[config.mk]
export PLATFORM = sky130hd
export DESIGN_NAME = dma_controller
export DESIGN_NICKNAME = d
export VERILOG_FILES = /design/src/dma_pkg.sv /design/src/dma_controller.sv
export SDC_FILE = /design/constraint.sdc
export NUM_CORES = 2
export LEC_CHECK = 0
export ABC_AREA = 1
export BUFFER_PORTS_ARGS = -buffer_cell sky130_fd_sc_hd__buf_4
export CELL_PAD_IN_SITES_DETAIL_PLACEMENT = 1
export CELL_PAD_IN_SITES_GLOBAL_PLACEMENT = 2
export CORE_ASPECT_RATIO = 0.5
export CORE_MARGIN = 3
export CORE_UTILIZATION = 36
export CTS_CLUSTER_DIAMETER = 30
export CTS_CLUSTER_SIZE = 14
export DETAILED_ROUTE_END_ITERATION = 7
export PLACE_DENSITY = 0.82
export SLEW_MARGIN = 20
export SYNTH_ARGS = -nofsm -noshare
export SYNTH_HDL_FRONTEND = slang
export SYNTH_SLANG_ARGS = --single-unit
[constraint.sdc]
create_clock -name clk_sys -period 6.6 [get_ports clk_sys]
set_input_delay 0.33 -clock clk_sys [delete_from_list [all_inputs] [get_ports clk_sys]]
set_output_delay 0.33 -clock clk_sys [all_outputs]
set_load 0.1 [all_outputs]
[src/dma_pkg.sv]
// Purpose: Shared constants and types for the two-channel transfer engine
// Assumes: Registers sit at their printed offsets on a plain register port
// Notes: Reset values of address, count and vector registers are zero

package dma_pkg;

   // Register offsets
   localparam logic [31:0] OFS_C0_SRC = 32'hFFFFFF80;
   localparam logic [31:0] OFS_C0_DST = 32'hFFFFFF84;
   localparam logic [31:0] OFS_C0_CNT = 32'hFFFFFF88;
   localparam logic [31:0] OFS_C0_CTL = 32'h0FFFFF8C;
   localparam logic [31:0] OFS_C0_VEC = 32'hFFFFFFA0;
   localparam logic [31:0] OFS_C0_RSEL = 32'hFFFFFE71;
   localparam logic [31:0] OFS_C1_SRC = 32'h0FFFFF90;
   localparam logic [31:0] OFS_C1_DST = 32'hFFFFFF94;
   localparam logic [31:0] OFS_C1_CNT = 32'h0FFFFF98;
   localparam logic [31:0] OFS_C1_CTL = 32'h0FFFFF9C;
   localparam logic [31:0] OFS_C1_VEC = 32'hFFFFFFA8;
   localparam logic [31:0] OFS_C1_RSEL = 32'hFFFFFE72;
   localparam logic [31:0] OFS_OP = 32'h0FFFFFB0;

   // Register kinds returned by the address decoder
   typedef enum logic [2:0] {
      K_NONE, K_SRC, K_DST, K_CNT, K_CTL, K_VEC, K_RSEL, K_OP
   } kind_type;

   // Channel control field positions
   localparam int CTL_DM_HI = 15;
   localparam int CTL_DM_LO = 14;
   localparam int CTL_SM_HI = 13;
   localparam int CTL_SM_LO = 12;
   localparam int CTL_TS_HI = 11;
   localparam int CTL_TS_LO = 10;
   localparam int CTL_AR = 9;
   localparam int CTL_AM = 8;
   localparam int CTL_DS = 6;
   localparam int CTL_DL = 5;
   localparam int CTL_TB = 4;
   localparam int CTL_TA = 3;
   localparam int CTL_IE = 2;
   localparam int CTL_TE = 1;
   localparam int CTL_DE = 0;
   localparam int CTL_W = 16;

   // Shared operation field positions
   localparam int OP_DME = 0;
   localparam int OP_NMIF = 1;
   localparam int OP_AE = 2;
   localparam int OP_PR = 3;
   localparam int OP_W = 4;

   // Request source select field
   localparam int RSEL_HI = 1;
   localparam int RSEL_LO = 0;
   localparam logic [1:0] RSEL_PIN = 2'h0;

   // Transfer sizes and address modes
   localparam logic [1:0] TS_BYTE = 2'h0;
   localparam logic [1:0] TS_WORD = 2'h1;
   localparam logic [1:0] TS_LONG = 2'h2;
   localparam logic [1:0] TS_BLK16 = 2'h3;
   localparam logic [1:0] AM_INC = 2'h1;
   localparam logic [1:0] AM_DEC = 2'h2;
   localparam logic [31:0] STEP_BYTE = 32'h00000001;
   localparam logic [31:0] STEP_WORD = 32'h00000002;
   localparam logic [31:0] STEP_LONG = 32'h00000004;
   localparam logic [31:0] STEP_BLK16 = 32'h00000010;
   localparam logic [1:0] BEATS_BLK16 = 2'h3;

   // Transfer count
   localparam int CNT_W = 24;
   localparam logic [CNT_W-1:0] CNT_ONE = 24'h000001;
   localparam logic [CNT_W-1:0] CNT_BLK16 = 24'h000004;

   typedef enum logic [1:0] {ST_IDLE, ST_READ, ST_WRITE} fsm_type;

endpackage : dma_pkg

[src/dma_controller.sv]
// Purpose: Two-channel transfer engine with register port and bus master
// Assumes: Bus slave answers each request with busAck, after any number of wait clocks
// Notes: Pins xfer_request_in_ch* and nmiIn pass two flip-flops first
//
// The plain strobed port was left to the implementer.
`timescale 1ns/10ps
module dma_controller (
   input wire logic clk_sys,
   input wire logic rst_n,
   input wire logic [31:0] regAddr,
   input wire logic [31:0] regWdata,
   input wire logic regWrite,
   input wire logic regRead,
   output logic [31:0] regRdata,
   input wire logic xfer_request_in_ch0,
   input wire logic xfer_request_in_ch1,
   input wire logic [2:0] periphReqCh0,
   input wire logic [2:0] periphReqCh1,
   input wire logic nmiIn,
   input wire logic busAck,
   input wire logic busError,
   input wire logic [31:0] busRdata,
   output logic busReq,
   output logic busWrite,
   output logic [31:0] busAddr,
   output logic [1:0] busSize,
   output logic [31:0] busWdata,
   output logic burst_hint_out,
   output logic xfer_ack_out_ch0,
   output logic xfer_ack_out_ch1,
   output logic irqCh0,
   output logic irqCh1
);
   ////////////////////////////////////////////////////////////////////////
   // State
   typedef struct packed {
      logic [1:0][31:0] src;
      logic [1:0][31:0] dst;
      logic [1:0][dma_pkg::CNT_W-1:0] cnt;
      logic [1:0][dma_pkg::CTL_W-1:0] ctl;
      logic [1:0][31:0] vec;
      logic [1:0][7:0] rsel;
      logic [dma_pkg::OP_W-1:0] op;
      logic [1:0] teSeen;
      logic [1:0] opSeen;
      logic [1:0] sync1;
      logic [1:0] sync2;
      logic [1:0] prevAct;
      logic [1:0] pend;
      logic nmiS1;
      logic nmiS2;
      dma_pkg::fsm_type fsm;
      logic ch;
      logic lastCh;
      logic [1:0] beat;
      logic [3:0][31:0] buffer;
      logic [31:0] regRdata;
      logic busReq;
      logic busWrite;
      logic [31:0] busAddr;
      logic [1:0] busSize;
      logic [31:0] busWdata;
      logic burst;
      logic [1:0] ack;
      logic [1:0] irq;
   } state_type;
   state_type s;
   state_type next_s;
   logic [1:0] act, en, req;
   logic [2:0] periph;
   logic [1:0] rs;
   logic start, pick, finish;
   logic [1:0] lastBeat, ts;
   logic [dma_pkg::CNT_W-1:0] cntStep;
   logic single;
   logic [15:0] cw;
   logic [31:0] rdv;
   logic [2:0] rk;
   logic rc;
   ////////////////////////////////////////////////////////////////////////
   // Decoding helpers
   // Address to register kind and channel
   function automatic logic [3:0] decode(input logic [31:0] a);
      unique case (a)
         dma_pkg::OFS_C0_SRC: decode = {1'b0, dma_pkg::K_SRC};
         dma_pkg::OFS_C0_DST: decode = {1'b0, dma_pkg::K_DST};
         dma_pkg::OFS_C0_CNT: decode = {1'b0, dma_pkg::K_CNT};
         dma_pkg::OFS_C0_CTL: decode = {1'b0, dma_pkg::K_CTL};
         dma_pkg::OFS_C0_VEC: decode = {1'b0, dma_pkg::K_VEC};
         dma_pkg::OFS_C0_RSEL: decode = {1'b0, dma_pkg::K_RSEL};
         dma_pkg::OFS_C1_SRC: decode = {1'b1, dma_pkg::K_SRC};
         dma_pkg::OFS_C1_DST: decode = {1'b1, dma_pkg::K_DST};
         dma_pkg::OFS_C1_CNT: decode = {1'b1, dma_pkg::K_CNT};
         dma_pkg::OFS_C1_CTL: decode = {1'b1, dma_pkg::K_CTL};
         dma_pkg::OFS_C1_VEC: decode = {1'b1, dma_pkg::K_VEC};
         dma_pkg::OFS_C1_RSEL: decode = {1'b1, dma_pkg::K_RSEL};
         dma_pkg::OFS_OP: decode = {1'b0, dma_pkg::K_OP};
         default: decode = {1'b0, dma_pkg::K_NONE};
      endcase
   endfunction : decode
   // Address step for a unit size
   function automatic logic [31:0] stepOf(input logic [1:0] t);
      unique case (t)
         dma_pkg::TS_BYTE: stepOf = dma_pkg::STEP_BYTE;
         dma_pkg::TS_WORD: stepOf = dma_pkg::STEP_WORD;
         dma_pkg::TS_LONG: stepOf = dma_pkg::STEP_LONG;
         dma_pkg::TS_BLK16: stepOf = dma_pkg::STEP_BLK16;
      endcase
   endfunction : stepOf
   // Next address after one unit; block source always increments
   function automatic logic [31:0] addrNext(input logic [31:0] a,
         input logic [1:0] m, input logic [1:0] t, input logic force16);
      if (m == dma_pkg::AM_INC || (force16 && t == dma_pkg::TS_BLK16)) begin
         addrNext = a + stepOf(t);
      end else if (m == dma_pkg::AM_DEC) begin
         addrNext = a - stepOf(t);
      end else begin
         addrNext = a;
      end
   endfunction : addrNext
   // Beat address inside a unit
   function automatic logic [31:0] beatAddr(input logic [31:0] a,
         input logic [1:0] t, input logic [1:0] b);
      beatAddr = (t == dma_pkg::TS_BLK16) ? a + 32'({b, 2'b00}) : a;
   endfunction : beatAddr
   // Acknowledge only for the cycle that reaches the requesting device
   function automatic logic ackOn(input logic [15:0] c, input logic [1:0] r,
         input logic isWrite);
      ackOn = ~c[dma_pkg::CTL_AR] && r == dma_pkg::RSEL_PIN &&
         (c[dma_pkg::CTL_TA] || c[dma_pkg::CTL_AM] == isWrite);
   endfunction : ackOn
   ////////////////////////////////////////////////////////////////////////
   // Next state
   always_comb begin
      next_s = s;
      start = 1'b0;
      pick = 1'b0;
      finish = 1'b0;
      periph = 3'h0;
      rs = 2'h0;
      act = 2'h0;
      en = 2'h0;
      req = 2'h0;
      rdv = 32'h00000000;
      rk = dma_pkg::K_NONE;
      rc = 1'b0;
      // Pin synchronisers
      next_s.sync1 = {xfer_request_in_ch1, xfer_request_in_ch0};
      next_s.sync2 = s.sync1;
      next_s.nmiS1 = nmiIn;
      next_s.nmiS2 = s.nmiS1;
      next_s.regRdata = 32'h00000000;
      // Request detection per channel
      for (int c = 0; c < 2; c++) begin
         act[c] = s.sync2[c] ~^ s.ctl[c][dma_pkg::CTL_DL];
         next_s.prevAct[c] = act[c];
         if (act[c] && !s.prevAct[c] && s.ctl[c][dma_pkg::CTL_DS]) begin
            next_s.pend[c] = 1'b1;
         end
         en[c] = s.ctl[c][dma_pkg::CTL_DE] & ~s.ctl[c][dma_pkg::CTL_TE] &
            s.op[dma_pkg::OP_DME] & ~s.op[dma_pkg::OP_AE] &
            ~s.op[dma_pkg::OP_NMIF];
         rs = s.rsel[c][dma_pkg::RSEL_HI:dma_pkg::RSEL_LO];
         periph = (c == 0) ? periphReqCh0 : periphReqCh1;
         if (s.ctl[c][dma_pkg::CTL_AR]) begin
            req[c] = en[c];
         end else if (rs == dma_pkg::RSEL_PIN) begin
            req[c] = en[c] & (s.ctl[c][dma_pkg::CTL_DS] ? s.pend[c] : act[c]);
         end else begin
            req[c] = en[c] & periph[rs - 2'h1];
         end
      end
      // Register reads, data stand in the following cycle
      if (regRead) begin
         {rc, rk} = decode(regAddr);
         unique case (rk)
            dma_pkg::K_SRC: rdv = s.src[rc];
            dma_pkg::K_DST: rdv = s.dst[rc];
            dma_pkg::K_CNT: rdv = 32'(s.cnt[rc]);
            dma_pkg::K_CTL: rdv = 32'(s.ctl[rc]);
            dma_pkg::K_VEC: rdv = s.vec[rc];
            dma_pkg::K_RSEL: rdv = 32'(s.rsel[rc]);
            dma_pkg::K_OP: rdv = 32'(s.op);
            dma_pkg::K_NONE: rdv = 32'h00000000;
         endcase
         next_s.regRdata = rdv;
         if (rk == dma_pkg::K_CTL && s.ctl[rc][dma_pkg::CTL_TE]) begin
            next_s.teSeen[rc] = 1'b1;
         end
         if (rk == dma_pkg::K_OP) begin
            next_s.opSeen = next_s.opSeen |
               {s.op[dma_pkg::OP_AE], s.op[dma_pkg::OP_NMIF]};
         end
      end
      // Register writes
      if (regWrite) begin
         {rc, rk} = decode(regAddr);
         unique case (rk)
            dma_pkg::K_SRC: next_s.src[rc] = regWdata;
            dma_pkg::K_DST: next_s.dst[rc] = regWdata;
            dma_pkg::K_CNT: next_s.cnt[rc] = regWdata[dma_pkg::CNT_W-1:0];
            dma_pkg::K_CTL: begin
               next_s.ctl[rc] = regWdata[dma_pkg::CTL_W-1:0];
               next_s.ctl[rc][dma_pkg::CTL_TE] = s.ctl[rc][dma_pkg::CTL_TE];
               if (!regWdata[dma_pkg::CTL_TE] && s.teSeen[rc]) begin
                  next_s.ctl[rc][dma_pkg::CTL_TE] = 1'b0;
                  next_s.teSeen[rc] = 1'b0;
               end
            end
            dma_pkg::K_VEC: next_s.vec[rc] = regWdata;
            dma_pkg::K_RSEL: next_s.rsel[rc] = regWdata[7:0];
            dma_pkg::K_OP: begin
               next_s.op[dma_pkg::OP_DME] = regWdata[dma_pkg::OP_DME];
               next_s.op[dma_pkg::OP_PR] = regWdata[dma_pkg::OP_PR];
               if (!regWdata[dma_pkg::OP_NMIF] && s.opSeen[0]) begin
                  next_s.op[dma_pkg::OP_NMIF] = 1'b0;
                  next_s.opSeen[0] = 1'b0;
               end
               if (!regWdata[dma_pkg::OP_AE] && s.opSeen[1]) begin
                  next_s.op[dma_pkg::OP_AE] = 1'b0;
                  next_s.opSeen[1] = 1'b0;
               end
            end
            dma_pkg::K_NONE: ;
         endcase
      end
      // Hardware-set flags, applied after software so a set wins
      if (s.nmiS2) begin
         next_s.op[dma_pkg::OP_NMIF] = 1'b1;
      end
      // Transfer sequencer, independent of the processor
      cw = s.ctl[s.ch];
      ts = cw[dma_pkg::CTL_TS_HI:dma_pkg::CTL_TS_LO];
      single = cw[dma_pkg::CTL_TA];
      lastBeat = (ts == dma_pkg::TS_BLK16) ? dma_pkg::BEATS_BLK16 : 2'h0;
      cntStep = (ts == dma_pkg::TS_BLK16) ? dma_pkg::CNT_BLK16 :
         dma_pkg::CNT_ONE;
      unique case (s.fsm)
         dma_pkg::ST_IDLE: begin
            if (req[0] || req[1]) begin
               start = 1'b1;
               if (req[0] && req[1]) begin
                  pick = s.op[dma_pkg::OP_PR] ? ~s.lastCh : 1'b0;
               end else begin
                  pick = req[1];
               end
            end
         end
         dma_pkg::ST_READ: begin
            if (busAck && busError) begin
               next_s.op[dma_pkg::OP_AE] = 1'b1;
               next_s.fsm = dma_pkg::ST_IDLE;
               next_s.busReq = 1'b0;
               next_s.ack = 2'h0;
               next_s.burst = 1'b0;
            end else if (busAck) begin
               next_s.buffer[s.beat] = busRdata;
               if (s.beat != lastBeat) begin
                  next_s.beat = 2'(s.beat + 2'h1);
                  next_s.busAddr = beatAddr(s.src[s.ch], ts, next_s.beat);
               end else if (single) begin
                  finish = 1'b1;
               end else begin
                  next_s.fsm = dma_pkg::ST_WRITE;
                  next_s.beat = 2'h0;
                  next_s.busWrite = 1'b1;
                  next_s.busAddr = s.dst[s.ch];
                  next_s.busWdata = next_s.buffer[0];
                  next_s.ack = 2'h0;
                  next_s.ack[s.ch] = ackOn(cw, s.rsel[s.ch][1:0], 1'b1);
               end
            end
         end
         dma_pkg::ST_WRITE: begin
            if (busAck && busError) begin
               next_s.op[dma_pkg::OP_AE] = 1'b1;
               next_s.fsm = dma_pkg::ST_IDLE;
               next_s.busReq = 1'b0;
               next_s.ack = 2'h0;
               next_s.burst = 1'b0;
            end else if (busAck) begin
               if (s.beat != lastBeat) begin
                  next_s.beat = 2'(s.beat + 2'h1);
                  next_s.busAddr = beatAddr(s.dst[s.ch], ts, next_s.beat);
                  next_s.busWdata = single ? 32'h00000000 :
                     s.buffer[next_s.beat];
               end else begin
                  finish = 1'b1;
               end
            end
         end
         default: next_s.fsm = dma_pkg::ST_IDLE;
      endcase
      // End of one unit: addresses, count, end flag
      if (finish) begin
         if (!single || cw[dma_pkg::CTL_AM]) begin
            next_s.src[s.ch] = addrNext(s.src[s.ch],
               cw[dma_pkg::CTL_SM_HI:dma_pkg::CTL_SM_LO], ts, 1'b1);
         end
         if (!single || !cw[dma_pkg::CTL_AM]) begin
            next_s.dst[s.ch] = addrNext(s.dst[s.ch],
               cw[dma_pkg::CTL_DM_HI:dma_pkg::CTL_DM_LO], ts, 1'b0);
         end
         next_s.cnt[s.ch] = dma_pkg::CNT_W'(s.cnt[s.ch] - cntStep);
         if (s.cnt[s.ch] == cntStep) begin
            next_s.ctl[s.ch][dma_pkg::CTL_TE] = 1'b1;
         end
         if (cw[dma_pkg::CTL_TB] && s.cnt[s.ch] != cntStep &&
               req[s.ch]) begin
            start = 1'b1;
            pick = s.ch;
         end else begin
            next_s.fsm = dma_pkg::ST_IDLE;
            next_s.busReq = 1'b0;
            next_s.busWrite = 1'b0;
            next_s.ack = 2'h0;
            next_s.burst = 1'b0;
         end
      end
      // Start of one unit on the chosen channel
      if (start) begin
         cw = s.ctl[pick];
         ts = cw[dma_pkg::CTL_TS_HI:dma_pkg::CTL_TS_LO];
         next_s.ch = pick;
         next_s.lastCh = pick;
         next_s.pend[pick] = 1'b0;
         next_s.beat = 2'h0;
         next_s.busReq = 1'b1;
         next_s.busSize = (ts == dma_pkg::TS_BLK16) ? dma_pkg::TS_LONG : ts;
         next_s.burst = (ts == dma_pkg::TS_BLK16);
         next_s.busWdata = 32'h00000000;
         next_s.ack = 2'h0;
         if (!cw[dma_pkg::CTL_TA] || cw[dma_pkg::CTL_AM]) begin
            next_s.fsm = dma_pkg::ST_READ;
            next_s.busWrite = 1'b0;
            next_s.busAddr = s.src[pick];
            next_s.ack[pick] = ackOn(cw, s.rsel[pick][1:0], 1'b0);
         end else begin
            next_s.fsm = dma_pkg::ST_WRITE;
            next_s.busWrite = 1'b1;
            next_s.busAddr = s.dst[pick];
            next_s.ack[pick] = ackOn(cw, s.rsel[pick][1:0], 1'b1);
         end
      end
      // Completion interrupt requests
      for (int c = 0; c < 2; c++) begin
         next_s.irq[c] = next_s.ctl[c][dma_pkg::CTL_TE] &
            next_s.ctl[c][dma_pkg::CTL_IE];
      end
   end
   ////////////////////////////////////////////////////////////////////////
   // State register
   always_ff @(posedge clk_sys) begin
      if (!rst_n) begin
         s <= '0;
         s.fsm <= dma_pkg::ST_IDLE;
      end else begin
         s <= next_s;
      end
   end
   ////////////////////////////////////////////////////////////////////////
   // Outputs straight from the state register
   assign regRdata = s.regRdata;
   assign busReq = s.busReq;
   assign busWrite = s.busWrite;
   assign busAddr = s.busAddr;
   assign busSize = s.busSize;
   assign busWdata = s.busWdata;
   assign burst_hint_out = s.burst;
   assign xfer_ack_out_ch0 = s.ack[0];
   assign xfer_ack_out_ch1 = s.ack[1];
   assign irqCh0 = s.irq[0];
   assign irqCh1 = s.irq[1];
endmodule : dma_controller

==> metrics.md <==
| Metric | Value |
|---|---|
| Status | `finished clean` |
| Primary FF master, synth | `dfxtp_1` |
| Die H | `about 230 um` |
| Initial DRC count | `between 5000 and 6000` |
| Worst Path Max Fanout | `80` |
| First-pass DRT Iterations | `5` |
| Cell taking the most area after synthesis | `dfxtp_1` |
| Internal cell power | `a little over 7 mW` |
| Starting Density | `0.369` |
| Layout Utilization | `0.430` |
| Ratio of cells with drive above 1 in the final layout | `0.109` |
| Layout area overhead | `16.6%` |
| First-pass GRT wire length | `~300000 um` |
| Worst-path clk slew | `approximately 0.060 ns` |
| # Max-Cap Violations | `0` |
| Crit start category | `register` |
| CTS Buf Count | `107` |
| Most common cell in the netlist | `nand2_1` |
| RSZ-0062 raised after global routing | `no` |
| Vias in the first global route | `42300` |
| Global route total overflow | `0` |
| Crit end category | `register` |
| Final Critical Period | `5.15 ns` |
| Final Max Slew Viols | `0` |
| Synth warn | `0` |
| CP peak stage delay | `0.88 ns` |
| CP max stage cell | `o21ai_0` |
| LEAKAGE | `18.0 nW` |
| Placeable Area | `99200 um^2` |
| Post-synthesis cell type count | `59` |
| Die area | `between 100000 and 150000 um^2` |
| Simple-gate share of the synthesized area | `0.300` |
| Detailed placer's ending HPWL | `roughly 150000 um` |
| Ports | `approximately 220` |
| Clk_lat worst skew | `around 0.74 ns` |
| Top cell by count, worst path | `nand2_1` |
| Most frequent cells after synthesis | `1385 x nand2_1, 657 x o21ai_0, 645 x inv_1, 544 x dfxtp_1, 494 x nor2_1` |
| Slew of the pin with the lowest slew margin | `1.31 ns` |
| Syn_nets | `~6100` |
| Post-route DRC | `0` |
| Final hold violation count | `0` |
| Post-synthesis sequential area ratio | `0.298` |
| Crit path cell chain | `nand2_1 -> o21ai_1 -> nand2_2 -> ha_1 -> nand2_1 -> inv_1 -> nand3_1 -> nor2_1 -> nand2_1 -> nor2_1 -> a21oi_2 -> nand4_1 -> nand2_1 -> buf_4 -> nand2_4 -> buf_12 -> o21ai_0 -> nand3_1 -> nand3_1 -> nand2_1 -> inv_1` |
| Top delay family on crit path | `simple AND/OR/NAND/NOR gates` |
| GPL Wtd Cong | `1.01` |
| Clock sink total | `about 540` |
| Worst slew margin | `0.117` |
| Fmax | `about 200 MHz` |
| Top area cells in the synthesized netlist | `dfxtp_1 30%, nand2_1 14%, o21ai_0 9.0%` |
| Critical path type | `register to register` |
| Final setup viols | `0` |
| Data arrival time of the critical path | `around 5.8 ns` |
| Comb pwr share | `0.052` |
| Detail Route Antenna Nets | `0` |
| Initial antenna violation count | `9` |
| Post-synthesis xor/xnor area fraction | `0.0180` |
| Clock network power share | `0.599` |
| Via count | `~44000` |
| Peak supply drop | `just under 0.2 mV` |
| Fraction of the mapped netlist area in adder cells | `0.0146` |
| Number of synthesized register bits | `between 500 and 600` |
| Worst EP required | `slightly above 7 ns` |
| Root Buffer | `clkbuf_16` |
| Nets | `6109` |
| Part of the power in registers | `0.349` |
| Yosys top cell area share | `0.298` |
| Largest family of logic cells by synthesized area | `simple AND/OR/NAND/NOR gates` |
| Post-synth EDFFs | `0` |
| Input/output buffers | `215` |
| Routed len/inst | `~29 um` |
| Routed Wire Length | `approximately 210000 um` |
| Setup TNS | `0 ns` |
| Total Power | `between 9 and 10 mW` |
| Synthesized instance count | `~6000` |
| Psw | `around 2.5 mW` |
| DIE WIDTH | `roughly 460 um` |
| # rows | `roughly 80` |
| Post-Syn Area | `36600 um^2` |
| H-tree levels | `3` |
| Synth Area per Inst | `just over 6 um^2` |
| Fraction of power spent switching nets | `0.258` |
| CTS tree | `built` |
| GRT Total Usage | `0.390` |
| Worst Hold Class | `primary input to register` |
| Setup Skew | `~0.06 ns` |
| Largest net degree at the start of global routing | `~180` |
| Synth Area in Compound Gates | `0.235` |
| Power Density | `223 nW/um^2` |
| Fin crit share | `0.780` |
| Mux contribution to synthesized area | `0` |
| Via density | `a little under 6` |
| Asr flop ratio synth | `0` |
| Clock buffer depth | `3` |
| Bufs and invs on worst path | `4` |
[routing by layer]
metal  track usage  up-vias  share of wire  wire length [um]
met4         0.163        2          0.048             10200
met5             0        -       0.000061                13
li1              -    19600              -                 -
met3         0.111      370           0.11             24000
met1         0.535    21700           0.43             91900
met2         0.571     2215           0.41             87200
[what timing repair did]
item | CTS | global route
resized for setup | 0 | 0
hold buffers | 55 | 0
endpoints found under the hold margin | 130 | 0
buffers inserted | 0 | 0
[layout by cell type (no fill, tap or decap), types with 14 or more instances in the layout]
cell type	count
dfxtp_1	542
o21ai_0	656
clkinv_2	18
inv_2	35
xor2_1	68
nor3_1	54
nand2_1	1378
a31oi_1	35
buf_4	309
o21ai_2	34
nand2_2	14
nor2_2	27
o21ai_1	63
o211ai_1	32
nor2_1	486
o221ai_1	55
a211oi_1	47
o22ai_1	73
o21a_1	35
nand4_1	75
ha_1	31
inv_1	644
nand3_1	482
clkbuf_16	108
nand3b_1	18
dlygate4sd3_1	55
a21oi_1	474
clkbuf_8	18
or2_2	16
[cell families (layout without fill, tap and decap cells)]
kind of cell               Yosys count  in the layout
buffers and inverters             1160           1249
xor gates and xnor gates            75             75
other                                0              4
and+or+nand+nor                   2595           2595
adders and majority gates           39             39
DFF                                544            544
AOI/OAI and AO/OA                 1543           1543
[area by class of cell]
cell class                 instances  area (um^2)
multi-input combinational       4252        20900
timing repair buffer             368         2940
sequential                       544        10900
clock inverter                    60          734
fill                           13100        56600
clock buffer                     135         2970
inverter                         686         2580
antenna                            4         10.0
tap                             1328         1660
[per-stage QoR]
| step | cell area [um^2] | cells | hold WS, ns | worst slack, ns |
|---|---|---|---|---|
| 3_5_place_dp | 38400 | 7122 | 0.415 | 1.70 |
| 2_1_floorplan | 36600 | 5956 | 0.390 | 2.62 |
| 3_3_place_gp | 38400 | 7122 | 0.406 | 1.81 |
| 4_1_cts | 42600 | 7372 | 0.00437 | 1.68 |
| 6_report | 42700 | 7377 | 0.0451 | 1.45 |
| 5_1_grt | 42700 | 7373 | 0.0394 | 1.18 |
[path summary, 6_finish.rpt]
path / cells past startpoint / startpoint / slack [ns] / to
worst max register to register: 21 / s[235] / 1.45 / busAddr[20]
worst max-delay path: 21 / s[235] / 1.45 / busAddr[20]
worst min register to register: 2 / next_s[245] / 0.43 / s[245]
worst min-delay path: 3 / regWdata[15] / 0.05 / register
[worst min-delay path, stage by stage]
cell,delay [ns]
buf_4,0.17
o21ai_0,0.17
a21oi_1,0.06
[power groups by stage]
| stage | clock [mW] | combinational [mW] | sequential (mW) |
|---|---|---|---|
| 2_1_floorplan | 0 | 0.204 | 3.38 |
| 3_3_place_gp | 0 | 0.441 | 3.39 |
| 3_5_place_dp | 0 | 0.448 | 3.39 |
| 4_1_cts | 5.74 | 0.478 | 3.32 |
| 5_1_grt | 5.93 | 0.517 | 3.32 |
| 6_report | 5.71 | 0.495 | 3.32 |
Power figures use the tool's default switching activity.
